<file path="src/dis_pkg.sv">
package dis_pkg;
    // ****************************************************************
    // Register map, byte addresses on the 32-bit bus.
    // ****************************************************************
    localparam logic [7:0] ADR_CTRL = 8'h00;
    localparam logic [7:0] ADR_USB_LIM = 8'h04;
    localparam logic [7:0] ADR_WALL_LIM = 8'h08;
    localparam logic [7:0] ADR_STATUS = 8'h0c;
    localparam logic [7:0] ADR_IRQ_STAT = 8'h10;
    localparam logic [7:0] ADR_IRQ_MASK = 8'h14;

    // Control register fields.
    localparam int CTRL_UVCL_DIS = 0;
    localparam int CTRL_LOCKOUT = 1;
    localparam int CTRL_BOOST_REQ = 2;
    localparam int CTRL_PRIORITY = 3;
    localparam int CTRL_W = 4;
    localparam logic [3:0] CTRL_RESET = 4'h0;

    // Current limit code width and the 100mA code.
    localparam int LIM_W = 5;
    localparam logic [4:0] LIM_100MA = 5'h01;

    // Status register fields.
    localparam int ST_USB_VALID = 0;
    localparam int ST_WALL_VALID = 1;
    localparam int ST_ID_GND = 2;
    localparam int ST_BAT_LOW = 3;
    localparam int ST_BOOST_RUN = 4;
    localparam int ST_BOOST_FAULT = 5;
    localparam int ST_USE_USB = 6;
    localparam int ST_USE_WALL = 7;
    localparam int STAT_W = 8;

    // Interrupt status and mask fields.
    localparam int IRQ_EXT_PWR = 0;
    localparam int IRQ_ID_CHG = 1;
    localparam int IRQ_FAULT = 2;
    localparam int IRQ_W = 3;
    localparam logic [2:0] IRQ_RESET = 3'h0;

    // Synchroniser vector positions for the comparator inputs.
    localparam int SI_USB_MIN = 0;
    localparam int SI_USB_MARGIN = 1;
    localparam int SI_USB_OV_OK = 2;
    localparam int SI_WALL_MIN = 3;
    localparam int SI_WALL_MARGIN = 4;
    localparam int SI_WALL_OV_OK = 5;
    localparam int SI_ID_GND = 6;
    localparam int SI_BAT_LOW = 7;
    localparam int SI_SHORT = 8;
    localparam int SI_SAG = 9;
    localparam int SI_AT_LIMIT = 10;
    localparam int SI_W = 11;

    // Short-circuit shutdown time and its cycle count.
    localparam longint CLK_HZ = 20_000_000;
    localparam longint FAULT_TIME_MS = 8;
    localparam int FAULT_CYC_DEF = int'(FAULT_TIME_MS * CLK_HZ / 1000);
    localparam int FAULT_CNT_W = 18;

    // Boost converter states.
    typedef enum logic [2:0] {
        BST_IDLE = 3'b001,
        BST_RUN = 3'b010,
        BST_FAULT = 3'b100
    } dis_boost_st_t;
endpackage : dis_pkg

</file>
<file path="src/dis_ctrl.sv">
// Our own choices: register access over Wishbone and the register addresses.
`timescale 1ns/100ps
module dis_ctrl
    import dis_pkg::*;
#(
    parameter int FAULT_CYCLES = FAULT_CYC_DEF
) (
    input wire logic clk_i,
    input wire logic rst_i,
    input wire logic wb_cyc_i,
    input wire logic wb_stb_i,
    input wire logic wb_we_i,
    input wire logic [7:0] wb_adr_i,
    input wire logic [3:0] wb_sel_i,
    input wire logic [31:0] wb_dat_i,
    output logic [31:0] wb_dat_o,
    output logic wb_ack_o,
    input wire logic usb_above_min_i,
    input wire logic usb_above_batt_i,
    input wire logic usb_below_ov_i,
    input wire logic wall_above_min_i,
    input wire logic wall_above_batt_i,
    input wire logic wall_below_ov_i,
    input wire logic id_grounded_i,
    input wire logic battery_low_i,
    input wire logic boost_short_i,
    input wire logic bus_sag_i,
    input wire logic input_at_limit_i,
    output logic [4:0] usb_side_current_limit_code_o,
    output logic [4:0] wall_side_current_limit_code_o,
    output logic use_usb_o,
    output logic use_wall_o,
    output logic boost_en_o,
    output logic charge_throttle_o,
    output logic power_reduce_o,
    output logic irq_o
);
    // ****************************************************************
    // Input synchroniser.
    // ****************************************************************
    logic [SI_W-1:0] raw_in;
    logic [SI_W-1:0] sync1_q;
    logic [SI_W-1:0] sync_q;

    assign raw_in = {input_at_limit_i, bus_sag_i, boost_short_i,
                     battery_low_i, id_grounded_i, wall_below_ov_i,
                     wall_above_batt_i, wall_above_min_i, usb_below_ov_i,
                     usb_above_batt_i, usb_above_min_i};

    // two-flop synchroniser
    // Only the second stage is read by the logic.
    always_ff @(posedge clk_i) begin
        if (rst_i) begin
            sync1_q <= '0;
            sync_q <= '0;
        end else begin
            sync1_q <= raw_in;
            sync_q <= sync1_q;
        end
    end

    // ****************************************************************
    // Input qualification.
    // ****************************************************************
    logic usb_valid_q;
    logic wall_valid_q;
    logic id_q;
    logic bat_low_q;

    // three-condition input qualification
    // A USB or WALL input counts only when all three of its comparators agree.
    always_ff @(posedge clk_i) begin
        if (rst_i) begin
            usb_valid_q <= 1'b0;
            wall_valid_q <= 1'b0;
            id_q <= 1'b0;
            bat_low_q <= 1'b0;
        end else begin
            usb_valid_q <= sync_q[SI_USB_MIN] & sync_q[SI_USB_MARGIN]
                           & sync_q[SI_USB_OV_OK];
            wall_valid_q <= sync_q[SI_WALL_MIN] & sync_q[SI_WALL_MARGIN]
                            & sync_q[SI_WALL_OV_OK];
            id_q <= sync_q[SI_ID_GND];
            bat_low_q <= sync_q[SI_BAT_LOW];
        end
    end

    // ****************************************************************
    // Bus slave.
    // ****************************************************************
    logic bus_req;
    logic wr_en;
    logic [CTRL_W-1:0] ctrl_q;
    logic [LIM_W-1:0] usb_lim_q;
    logic [LIM_W-1:0] wall_lim_q;
    logic [IRQ_W-1:0] irq_stat_q;
    logic [IRQ_W-1:0] irq_mask_q;
    logic [STAT_W-1:0] status;
    logic [31:0] rd_data;

    // A request is answered one cycle after it is first seen.
    assign bus_req = wb_cyc_i & wb_stb_i & ~wb_ack_o;
    assign wr_en = bus_req & wb_we_i & wb_sel_i[0];

    // Read multiplexer; unmapped addresses read as zero.
    always_comb begin
        rd_data = '0;
        unique case (wb_adr_i)
            ADR_CTRL: rd_data[CTRL_W-1:0] = ctrl_q;
            ADR_USB_LIM: rd_data[LIM_W-1:0] = usb_lim_q;
            ADR_WALL_LIM: rd_data[LIM_W-1:0] = wall_lim_q;
            ADR_STATUS: rd_data[STAT_W-1:0] = status;
            ADR_IRQ_STAT: rd_data[IRQ_W-1:0] = irq_stat_q;
            ADR_IRQ_MASK: rd_data[IRQ_W-1:0] = irq_mask_q;
            default: rd_data = '0;
        endcase
    end

    // Acknowledge and read data register.
    always_ff @(posedge clk_i) begin
        if (rst_i) begin
            wb_ack_o <= 1'b0;
            wb_dat_o <= '0;
        end else begin
            wb_ack_o <= bus_req;
            if (bus_req) begin
                wb_dat_o <= rd_data;
            end
        end
    end

    // Control and mask registers.
    always_ff @(posedge clk_i) begin
        if (rst_i) begin
            ctrl_q <= CTRL_RESET;
            irq_mask_q <= IRQ_RESET;
        end else if (wr_en) begin
            if (wb_adr_i == ADR_CTRL) begin
                ctrl_q <= wb_dat_i[CTRL_W-1:0];
            end
            if (wb_adr_i == ADR_IRQ_MASK) begin
                irq_mask_q <= wb_dat_i[IRQ_W-1:0];
            end
        end
    end

    // ****************************************************************
    // Input current limit codes.
    // ****************************************************************
    logic usb_valid_d1_q;
    logic any_valid_d1_q;
    logic usb_lost;
    logic all_lost;

    assign usb_lost = usb_valid_d1_q & ~usb_valid_q;
    assign all_lost = any_valid_d1_q & ~(usb_valid_q | wall_valid_q);

    // Previous validity, used to spot a loss of power.
    always_ff @(posedge clk_i) begin
        if (rst_i) begin
            usb_valid_d1_q <= 1'b0;
            any_valid_d1_q <= 1'b0;
        end else begin
            usb_valid_d1_q <= usb_valid_q;
            any_valid_d1_q <= usb_valid_q | wall_valid_q;
        end
    end

    // writable limit codes
    // A power loss wins over a host write in the same cycle.
    always_ff @(posedge clk_i) begin
        if (rst_i) begin
            usb_lim_q <= LIM_100MA;
            wall_lim_q <= LIM_100MA;
        end else begin
            if (usb_lost) begin
                usb_lim_q <= LIM_100MA;
            end else if (wr_en && wb_adr_i == ADR_USB_LIM) begin
                usb_lim_q <= wb_dat_i[LIM_W-1:0];
            end
            if (all_lost) begin
                wall_lim_q <= LIM_100MA;
            end else if (wr_en && wb_adr_i == ADR_WALL_LIM) begin
                wall_lim_q <= wb_dat_i[LIM_W-1:0];
            end
        end
    end

    // ****************************************************************
    // Boost converter control.
    // ****************************************************************
    dis_boost_st_t state_q;
    logic [FAULT_CNT_W-1:0] short_cnt_q;
    logic boost_ok;
    logic boost_want;
    logic short_done;

    assign boost_ok = ~usb_valid_q & ~wall_valid_q & ~bat_low_q;
    // host request overrides ID and lockout
    assign boost_want = ctrl_q[CTRL_BOOST_REQ]
                        | (id_q & ~ctrl_q[CTRL_LOCKOUT]);
    assign short_done = short_cnt_q
                        == FAULT_CNT_W'(FAULT_CYCLES - 1);

    // short-circuit timer
    // Counts consecutive short cycles while the converter runs.
    always_ff @(posedge clk_i) begin
        if (rst_i) begin
            short_cnt_q <= '0;
        end else if (state_q == BST_RUN && sync_q[SI_SHORT]
                     && !short_done) begin
            short_cnt_q <= short_cnt_q + 1'b1;
        end else begin
            short_cnt_q <= '0;
        end
    end

    // Boost state machine; a fault holds until the start cause goes.
    always_ff @(posedge clk_i) begin
        if (rst_i) begin
            state_q <= BST_IDLE;
        end else begin
            unique case (state_q)
                BST_IDLE: begin
                    if (boost_ok && boost_want) begin
                        state_q <= BST_RUN;
                    end
                end
                BST_RUN: begin
                    if (!boost_ok || !boost_want) begin
                        state_q <= BST_IDLE;
                    end else if (short_done) begin
                        state_q <= BST_FAULT;
                    end
                end
                BST_FAULT: begin
                    if (!boost_want) begin
                        state_q <= BST_IDLE;
                    end
                end
                default: state_q <= BST_IDLE;
            endcase
        end
    end

    assign boost_en_o = state_q[1];

    // ****************************************************************
    // Input selection and regulation requests.
    // ****************************************************************
    // priority selection
    // boost drives the USB path only
    always_ff @(posedge clk_i) begin
        if (rst_i) begin
            use_usb_o <= 1'b0;
            use_wall_o <= 1'b0;
        end else if (state_q == BST_RUN) begin
            use_usb_o <= 1'b1;
            use_wall_o <= 1'b0;
        end else if (usb_valid_q && wall_valid_q) begin
            use_usb_o <= ctrl_q[CTRL_PRIORITY];
            use_wall_o <= ~ctrl_q[CTRL_PRIORITY];
        end else begin
            use_usb_o <= usb_valid_q;
            use_wall_o <= wall_valid_q;
        end
    end

    always_ff @(posedge clk_i) begin
        if (rst_i) begin
            charge_throttle_o <= 1'b0;
            power_reduce_o <= 1'b0;
        end else begin
            charge_throttle_o <= sync_q[SI_AT_LIMIT];
            power_reduce_o <= sync_q[SI_SAG] & ~ctrl_q[CTRL_UVCL_DIS];
        end
    end

    assign usb_side_current_limit_code_o = usb_lim_q;
    assign wall_side_current_limit_code_o = wall_lim_q;

    // ****************************************************************
    // Status and interrupts.
    // ****************************************************************
    logic id_d1_q;
    logic wall_valid_d1_q;
    logic [IRQ_W-1:0] irq_evt;
    logic [IRQ_W-1:0] irq_clr;

    always_comb begin
        status = '0;
        status[ST_USB_VALID] = usb_valid_q;
        status[ST_WALL_VALID] = wall_valid_q;
        status[ST_ID_GND] = id_q;
        status[ST_BAT_LOW] = bat_low_q;
        status[ST_BOOST_RUN] = state_q == BST_RUN;
        status[ST_BOOST_FAULT] = state_q == BST_FAULT;
        status[ST_USE_USB] = use_usb_o;
        status[ST_USE_WALL] = use_wall_o;
    end

    // Previous ID and WALL validity for change detection.
    always_ff @(posedge clk_i) begin
        if (rst_i) begin
            id_d1_q <= 1'b0;
            wall_valid_d1_q <= 1'b0;
        end else begin
            id_d1_q <= id_q;
            wall_valid_d1_q <= wall_valid_q;
        end
    end

    always_comb begin
        irq_evt = '0;
        irq_evt[IRQ_EXT_PWR] = (usb_valid_q & ~usb_valid_d1_q)
                               | (wall_valid_q & ~wall_valid_d1_q);
        irq_evt[IRQ_ID_CHG] = id_q ^ id_d1_q;
        irq_evt[IRQ_FAULT] = (state_q == BST_RUN) & short_done;
    end

    assign irq_clr = (wr_en && wb_adr_i == ADR_IRQ_STAT)
                     ? wb_dat_i[IRQ_W-1:0] : '0;

    // Sticky status; a new event wins over a clear by writing one.
    always_ff @(posedge clk_i) begin
        if (rst_i) begin
            irq_stat_q <= IRQ_RESET;
        end else begin
            irq_stat_q <= (irq_stat_q & ~irq_clr) | irq_evt;
        end
    end

    // Level interrupt from unmasked status bits.
    always_ff @(posedge clk_i) begin
        if (rst_i) begin
            irq_o <= 1'b0;
        end else begin
            irq_o <= |(irq_stat_q & irq_mask_q);
        end
    end

    // ****************************************************************
    // Assertions.
    // ****************************************************************
    a_usb_lim_back: assert property (
        @(posedge clk_i) disable iff (rst_i)
        $fell(usb_valid_q) |=> usb_lim_q == LIM_100MA)
        else $error("USB limit not restored after loss");

    a_wall_lim_back: assert property (
        @(posedge clk_i) disable iff (rst_i)
        $past(usb_valid_q | wall_valid_q) && !usb_valid_q
        && !wall_valid_q |=> wall_lim_q == LIM_100MA)
        else $error("WALL limit not restored after total loss");

    a_wall_lim_keep: assert property (
        @(posedge clk_i) disable iff (rst_i)
        usb_valid_q && wall_valid_q && !wr_en ##1 !usb_valid_q
        && wall_valid_q && !wr_en |=> $stable(wall_lim_q))
        else $error("WALL limit changed on USB loss only");

    a_uvcl_reduce: assert property (
        @(posedge clk_i) disable iff (rst_i)
        sync_q[SI_SAG] |=> power_reduce_o == !$past(ctrl_q[CTRL_UVCL_DIS]))
        else $error("Undervoltage limit request wrong");

    a_auto_start: assert property (
        @(posedge clk_i) disable iff (rst_i)
        state_q == BST_IDLE && id_q && !ctrl_q[CTRL_LOCKOUT] && boost_ok
        |=> boost_en_o)
        else $error("Boost did not start from ID");

    a_lockout_hold: assert property (
        @(posedge clk_i) disable iff (rst_i)
        state_q == BST_IDLE && ctrl_q[CTRL_LOCKOUT]
        && !ctrl_q[CTRL_BOOST_REQ] |=> !boost_en_o)
        else $error("Boost started despite lockout");

    a_req_start: assert property (
        @(posedge clk_i) disable iff (rst_i)
        state_q == BST_IDLE && ctrl_q[CTRL_BOOST_REQ] && boost_ok
        |=> boost_en_o)
        else $error("Boost request not honoured");

    a_boost_inhibit: assert property (
        @(posedge clk_i) disable iff (rst_i)
        usb_valid_q || wall_valid_q || bat_low_q |=> !boost_en_o)
        else $error("Boost running while inhibited");

    a_fault_stop: assert property (
        @(posedge clk_i) disable iff (rst_i)
        state_q == BST_RUN && boost_ok && boost_want && short_done
        |=> !boost_en_o && status[ST_BOOST_FAULT]
        && irq_stat_q[IRQ_FAULT])
        else $error("Short did not stop boost with fault");

    a_id_irq: assert property (
        @(posedge clk_i) disable iff (rst_i)
        $changed(id_q) |=> irq_stat_q[IRQ_ID_CHG])
        else $error("ID change did not set its event");

    a_valid_qual: assert property (
        @(posedge clk_i) disable iff (rst_i)
        !sync_q[SI_USB_OV_OK] |=> !usb_valid_q)
        else $error("Overvoltage input counted valid");

    a_wall_first: assert property (
        @(posedge clk_i) disable iff (rst_i)
        usb_valid_q && wall_valid_q && state_q != BST_RUN
        |=> use_wall_o != $past(ctrl_q[CTRL_PRIORITY])
        && use_usb_o == $past(ctrl_q[CTRL_PRIORITY]))
        else $error("Priority selection wrong");

    a_boost_usb: assert property (
        @(posedge clk_i) disable iff (rst_i)
        boost_en_o |=> use_usb_o && !use_wall_o)
        else $error("Boost fed the WALL path");

    a_irq_level: assert property (
        @(posedge clk_i) disable iff (rst_i)
        ##1 irq_o == |($past(irq_stat_q) & $past(irq_mask_q)))
        else $error("Interrupt output disagrees with status");
endmodule : dis_ctrl

</file>
<file path="config.mk">
export PLATFORM = sky130hd
export DESIGN_NAME = dis_ctrl
export DESIGN_NICKNAME = d
export VERILOG_FILES = /design/src/dis_pkg.sv /design/src/dis_ctrl.sv
export SDC_FILE = /design/constraint.sdc
export NUM_CORES = 1
export LEC_CHECK = 0
export ABC_AREA = 1
export BUFFER_PORTS_ARGS = -buffer_cell sky130_fd_sc_hd__clkbuf_2
export CAP_MARGIN = 20
export CORE_MARGIN = 2
export CORE_UTILIZATION = 50
export DETAILED_ROUTE_END_ITERATION = 12
export HOLD_SLACK_MARGIN = 0.12
export PLACE_DENSITY_LB_ADDON = 0.3
export REMOVE_ABC_BUFFERS = 1
export SLEW_MARGIN = 0
export SYNTH_ARGS = -nofsm -noshare
export SYNTH_HDL_FRONTEND = slang
export SYNTH_SLANG_ARGS = --single-unit
</file>
<file path="constraint.sdc">
create_clock -name clk_i -period 2.5 [get_ports clk_i]
set_clock_uncertainty 0.15 [all_clocks]
set_input_delay 0.25 -clock clk_i [delete_from_list [all_inputs] [get_ports clk_i]]
set_output_delay 0.25 -clock clk_i [all_outputs]
set_load 0.01 [all_outputs]
</file>
== Word level (Yosys, flattened, before mapping) ==
Index checks and enable logic that the tools add are counted.

* ROM bits: 0
* Register bits after elaboration: 85
* Memories kept: 0
* Output and inout port bits: 49
* Memory bits (writable): 0
* Input port bits: 60
* Bits in latches: 0

* Div/mod/pow operators: 0
* Bitwise gates (word level): 36
* Order comparisons: 0
* Muxes and demuxes: 13
* Add/subtract/negate cells: 1
* $mul: 0
* Shift operators: 0
* Equality and inequality tests: 12
* Reductions and logical operators: 20

{| class="wikitable"
|+ Operator list
! cell !! number
|-
| 18-bit by 1-bit adder with 18-bit output (second input constant) || 1
|-
| 18-bit == test (second input constant) || 1
|-
| 3-bit two-way mux || 6
|-
| 3-bit case mux with 6 select lines || 1
|-
| 1-bit AND || 17
|-
| 8-bit by 4-bit == test with 1-bit output (second input constant) || 2
|-
| 8-bit by 5-bit == test with 1-bit output (second input constant) || 2
|-
| 1-bit NOT || 11
|-
| 3-bit case mux with 3 select lines || 1
|-
| 8-bit by 3-bit == test with 1-bit output (second input constant) || 1
|-
| 8-bit logical NOT || 1
|-
| 2-bit OR reduction || 4
|-
| 1-bit logical AND || 7
|-
| 3-bit AND || 2
|-
| 2-bit != test (second input constant) || 2
|-
| 1-bit case mux with 4 select lines || 1
|-
| 2-bit AND reduction || 2
|-
| 3-bit by 1-bit == test with 1-bit output (second input constant) || 1
|-
| 3-bit by 2-bit == test with 1-bit output (second input constant) || 1
|-
| 3-bit == test (second input constant) || 1
|-
| 1-bit logical NOT || 3
|-
| 1-bit two-way mux || 3
|-
| 3-bit by 1-bit != test with 1-bit output (second input constant) || 1
|-
| 3-bit NOT || 1
|-
| other kinds (7) || 9
|}

== Depth between registers and ports, before layout ==
* Depth in word-level cells: 9
* Mapped depth: 10
* Gate-level depth less buffers: 10

== Worst setup path before layout ==
No wires, ideal clock.

* Path type: register -> register
* From: register short_cnt_q[0]
* To: register short_cnt_q[14]
* Path buffers: 0
* Arrival: 1.313 ns
* Stages on the path, launching flop included: 9
* Data required time: 2.294 ns
* Setup slack: 0.981 ns
* Cell sequence: dfxtp_1 > ha_1 > nand3_2 > nor2_1 > nand3_1 > nor2_1 > xor2_1 > nand2_1 > inv_1

* Cells in the longest elaborated chain, start to end: 5
* Elaborated cells between the ends (all ways): 6
* Those cells by class: 1 x add/sub; 1 x eq/ne; 1 x bitwise; 3 x reduce/logical

{| class="wikitable"
|+ RTL lines
! element !! RTL line !! text
|-
| start: declaration || dis_ctrl.sv:193 || <nowiki>logic [FAULT_CNT_W-1:0] short_cnt_q;</nowiki>
|-
| start signal: assignment || dis_ctrl.sv:212 || <nowiki>short_cnt_q <= short_cnt_q + 1'b1;</nowiki>
|-
| branches (longest 5 deep; another with 18-bit by 1-bit adder with 18-bit output) || - ||
|}

Several ways; the timed one is not identified.
A chain may end at the register's enable or synchronous reset.

== Final worst setup path ==
* From: input port wb_cyc_i
* To: register wall_lim_q[3], in the netlist wall_side_current_limit_code_o[3]

* Cells in the longest elaborated chain, start to end: 5

{| class="wikitable"
|+ RTL lines
! element !! RTL line !! text
|-
| start: declaration || dis_ctrl.sv:10 || <nowiki>input wire logic wb_cyc_i,</nowiki>
|-
| 1-bit AND (2 in series) || dis_ctrl.sv:102 || <nowiki>assign bus_req = wb_cyc_i & wb_stb_i & ~wb_ack_o;</nowiki>
|-
| 1-bit AND (2 in series) || dis_ctrl.sv:103 || <nowiki>assign wr_en = bus_req & wb_we_i & wb_sel_i[0];</nowiki>
|-
| 1-bit logical AND || dis_ctrl.sv:183 || <nowiki>end else if (wr_en && wb_adr_i == ADR_WALL_LIM) begin</nowiki>
|-
| end signal: assignment || dis_ctrl.sv:184 || <nowiki>wall_lim_q <= wb_dat_i[LIM_W-1:0];</nowiki>
|-
| end: declaration || dis_ctrl.sv:95 || <nowiki>logic [LIM_W-1:0] wall_lim_q;</nowiki>
|}

No other way between the ends.

==> impl_metrics.yaml <==
run_status:
  status: "completed"
setup_path:
  crit_chain: "dlygate4sd3_1 -> clkbuf_2 -> nand2_1 -> nor2_4 -> nand3_2 -> nor2_4 -> inv_1 -> o21ai_1 -> nor2_1"
  crit_top_cell: "nor2_4"
  cp_top_family: "simple AND/OR/NAND/NOR gates"
  crit_path_max_incr_delay_ns: 0.52
  cp-end-kind: "register"
  cp_num_buf_inv: 3
  cp_slowest_cell: "dlygate4sd3_1"
  start_kind: "input port"
  arrival_ns: 2.01
  required_ns: 2.59
  r2r_setup_slack_ns: 0.74
  timing.rr.start: "short_cnt_q[0]"
  critPathKind: "input port to register"
  cp-startpoint: "wb_cyc_i"
  crit_fanout: 16
floorplanning:
  core-area_um2: 7140
  initial_core_util_pct: 51.1
  die_x_um: 89.4
  io-pin-count: 109
  die_h_um: 89.4
  dieArea_um2: 7990
  rows: 31
synthesis:
  synthMuxAreaShare_pct: 0
  ys_seq_area_share_pct: 46.7
  ys_warn_count: 0
  yosys.area.top_type: "dfxtp_1"
  synth_compound_area_share_pct: 9.96
  synthAdderAreaFrac_pct: 0.343
  synth_top_family_by_area: "simple AND/OR/NAND/NOR gates"
  ys_seq_elements: 85
  syn_area_um2: 3640
  synth_top_area_share_pct: 46.7
  synth_ff_type: "dfxtp_1"
  synth_edf_count: 0
  async_flop_share_pct: 0
  yosysUniqueCellTypes: 31
  ys_top_cells_by_count: "dfxtp_1, nor2_1, nand2_1"
  synthXorXnorAreaFrac_pct: 1.92
  yosysMostFrequentCell: "dfxtp_1"
  synth-simple-area-share_pct: 27.4
  synthTopCellsByArea: "dfxtp_1, nor2_1, nand2_1, inv_1, buf_4"
  syn_inst: 490
  avgSynthCellArea_um2: 7.44
clock_network:
  clkTransAtPathRegs_ns: 0.08
  cts_buffer_depth: 2
  cts_buffers: 9
  hold_buffers: 19
  htreeDepth: 3
  cts_tree: "yes"
  postCtsSetupBuffers: 0
  cts_sinks: 85
  cts_repair_resize_count: 0
  cts_root_buf: "clkbuf_8"
  clkLatencyLatePin_ns: 0.34
sta:
  hold_viol: 0
  finalCritPeriodShare_pct: 76.6
  fmax_mhz: 522
  final_max_slew_viol_count: 0
  finalWorstSetupSlack_ns: 0.584
  setup_tns_ns: 0
  rsz0062_at_grt: "no"
  worst_slew_pin_slew_ns: 0.498
  setup_viol: 0
  max_slew_margin_pct: 66.7
  fin_crit_ns: 1.92
route:
  dr.pass1.iters: 4
  wl_um: 7290
  ant_nets: 0
  dr_total_vias: 3138
  first_iter_violations: 108
  wire_per_inst_um: 10.9
  via_per_inst: 4.68
  drc_errors: 0
hold_path:
  min_path_type: "input port to register"
  min-delay-start: "wb_stb_i"
power:
  p_per_area_nw_per_um2: 642
  ir_worst_vdd_v: 0.000450
  leakagePower_nw: 2.02
global_route:
  grt_max_degree: 34
  groute.usage.overall_pct: 19.7
  first_global_vias: 2857
  grt_pass1_wl_um: 12200
  antenna_found_initial: 0
  overflow: 0
cells_and_area:
  fillCellCount: 704
  fin_nets: 628
  area_growth_pct: 18.8
  antenna_cells: 0
  utilization_pct: 60.6
  multi_input_area_um2: 1530
  final_layout_size_suffix_gt1_share_pct: 15.9
  seq_area_um2: 1700
job:
  drv_cap: 0
placed_design:
  gp_congestion: 0.878
  port_buffers: 54
  place_ws_ns: 0.750
  dpl.hpwl_um: 5310
-- state kept, by name, indices dropped and copies added, names as in the netlist, 3 cells and up --
register	flops
state_q	3
sync_q	11
short_cnt_q	18
irq_stat_q	3
usb_side_current_limit_code_o	5
wb_dat_o	8
sync1_q	11
ctrl_q	4
wall_side_current_limit_code_o	5
irq_mask_q	3
-- cell type report --
class,count,area share [%]
timing repair buffer,75,11.0
clock buffer,10,2.95
inverter,74,6.42
tap,99,2.86
sequential,85,39.3
multi-input combinational,322,35.4
clock inverter,6,2.02
-- placed cells by master (no fill, tap or decap), types with 5 or more instances in the layout --
master,Yosys,routed
a21oi_1,29,29
o21ai_0,29,29
inv_1,71,71
conb_1,1,24
nand3_1,31,31
clkbuf_8,0,9
nand4_1,6,6
nand2_1,78,78
clkbuf_2,0,54
xor2_1,5,5
nor2_1,84,84
dlygate4sd3_1,0,19
nand3b_1,5,5
dfxtp_1,85,85
-- worst register-to-register path: cells and delay by family, from the launching register on --
kind,cells,cell delay [ns]
XOR/XNOR,1,0.17
AND/OR/NAND/NOR,5,0.76
buffers and inverters,1,0.05
flip-flops,1,0.36
adder cells (fa/ha/maj),1,0.21
-- metrics by stage --
| step | instances | instance area (µm²) | power, mW | hold slack [ns] |
|---|---|---|---|---|
| 5_1_grt | 671 | 4330 | 2.93 | 0.172 |
| 3_5_place_dp | 636 | 3920 | 1.75 | 0.245 |
| 6_report | 671 | 4330 | 2.78 | 0.149 |
| 4_1_cts | 671 | 4330 | 2.81 | 0.124 |
| 2_1_floorplan | 481 | 3510 | 1.66 | 0.169 |
| 3_3_place_gp | 636 | 3920 | 1.74 | 0.240 |
-- routing by layer --
| layer | share of wire [%] | vias to the layer above | GRT usage, % |
|---|---|---|---|
| li1 | - | 1637 | - |
| met1 | 45 | 1403 | 24.1 |
| met2 | 48 | 85 | 32.9 |
| met3 | 4.6 | 13 | 3.79 |
| met4 | 2.0 | 0 | 10.3 |
| met5 | 0 | - | 0 |
-- final timing paths --
check	to	depth (start not counted)
worst max-delay path	wall_side_current_limit_code_o[3]	9
worst min-delay path	wb_dat_o[3]	4
worst max register to register	short_cnt_q[14]	8
worst min register to register	sync_q[5]	2
-- cell families after synthesis --
kind of cell / count (synthesis)
adders and majority gates: 1
buffers and inverters: 106
other: 1
AOI/OAI and AO/OA: 68
xor gates and xnor gates: 8
and+or+nand+nor: 221
DFF: 85
-- power breakdown --
part | leakage [nW] | internal, mW | switching (mW)
combinational | 1.22 | 0.121 | 0.190
sequential | 0.692 | 1.40 | 0.0306
clock | 0.110 | 0.563 | 0.469
(Power assumes the default switching activity.)
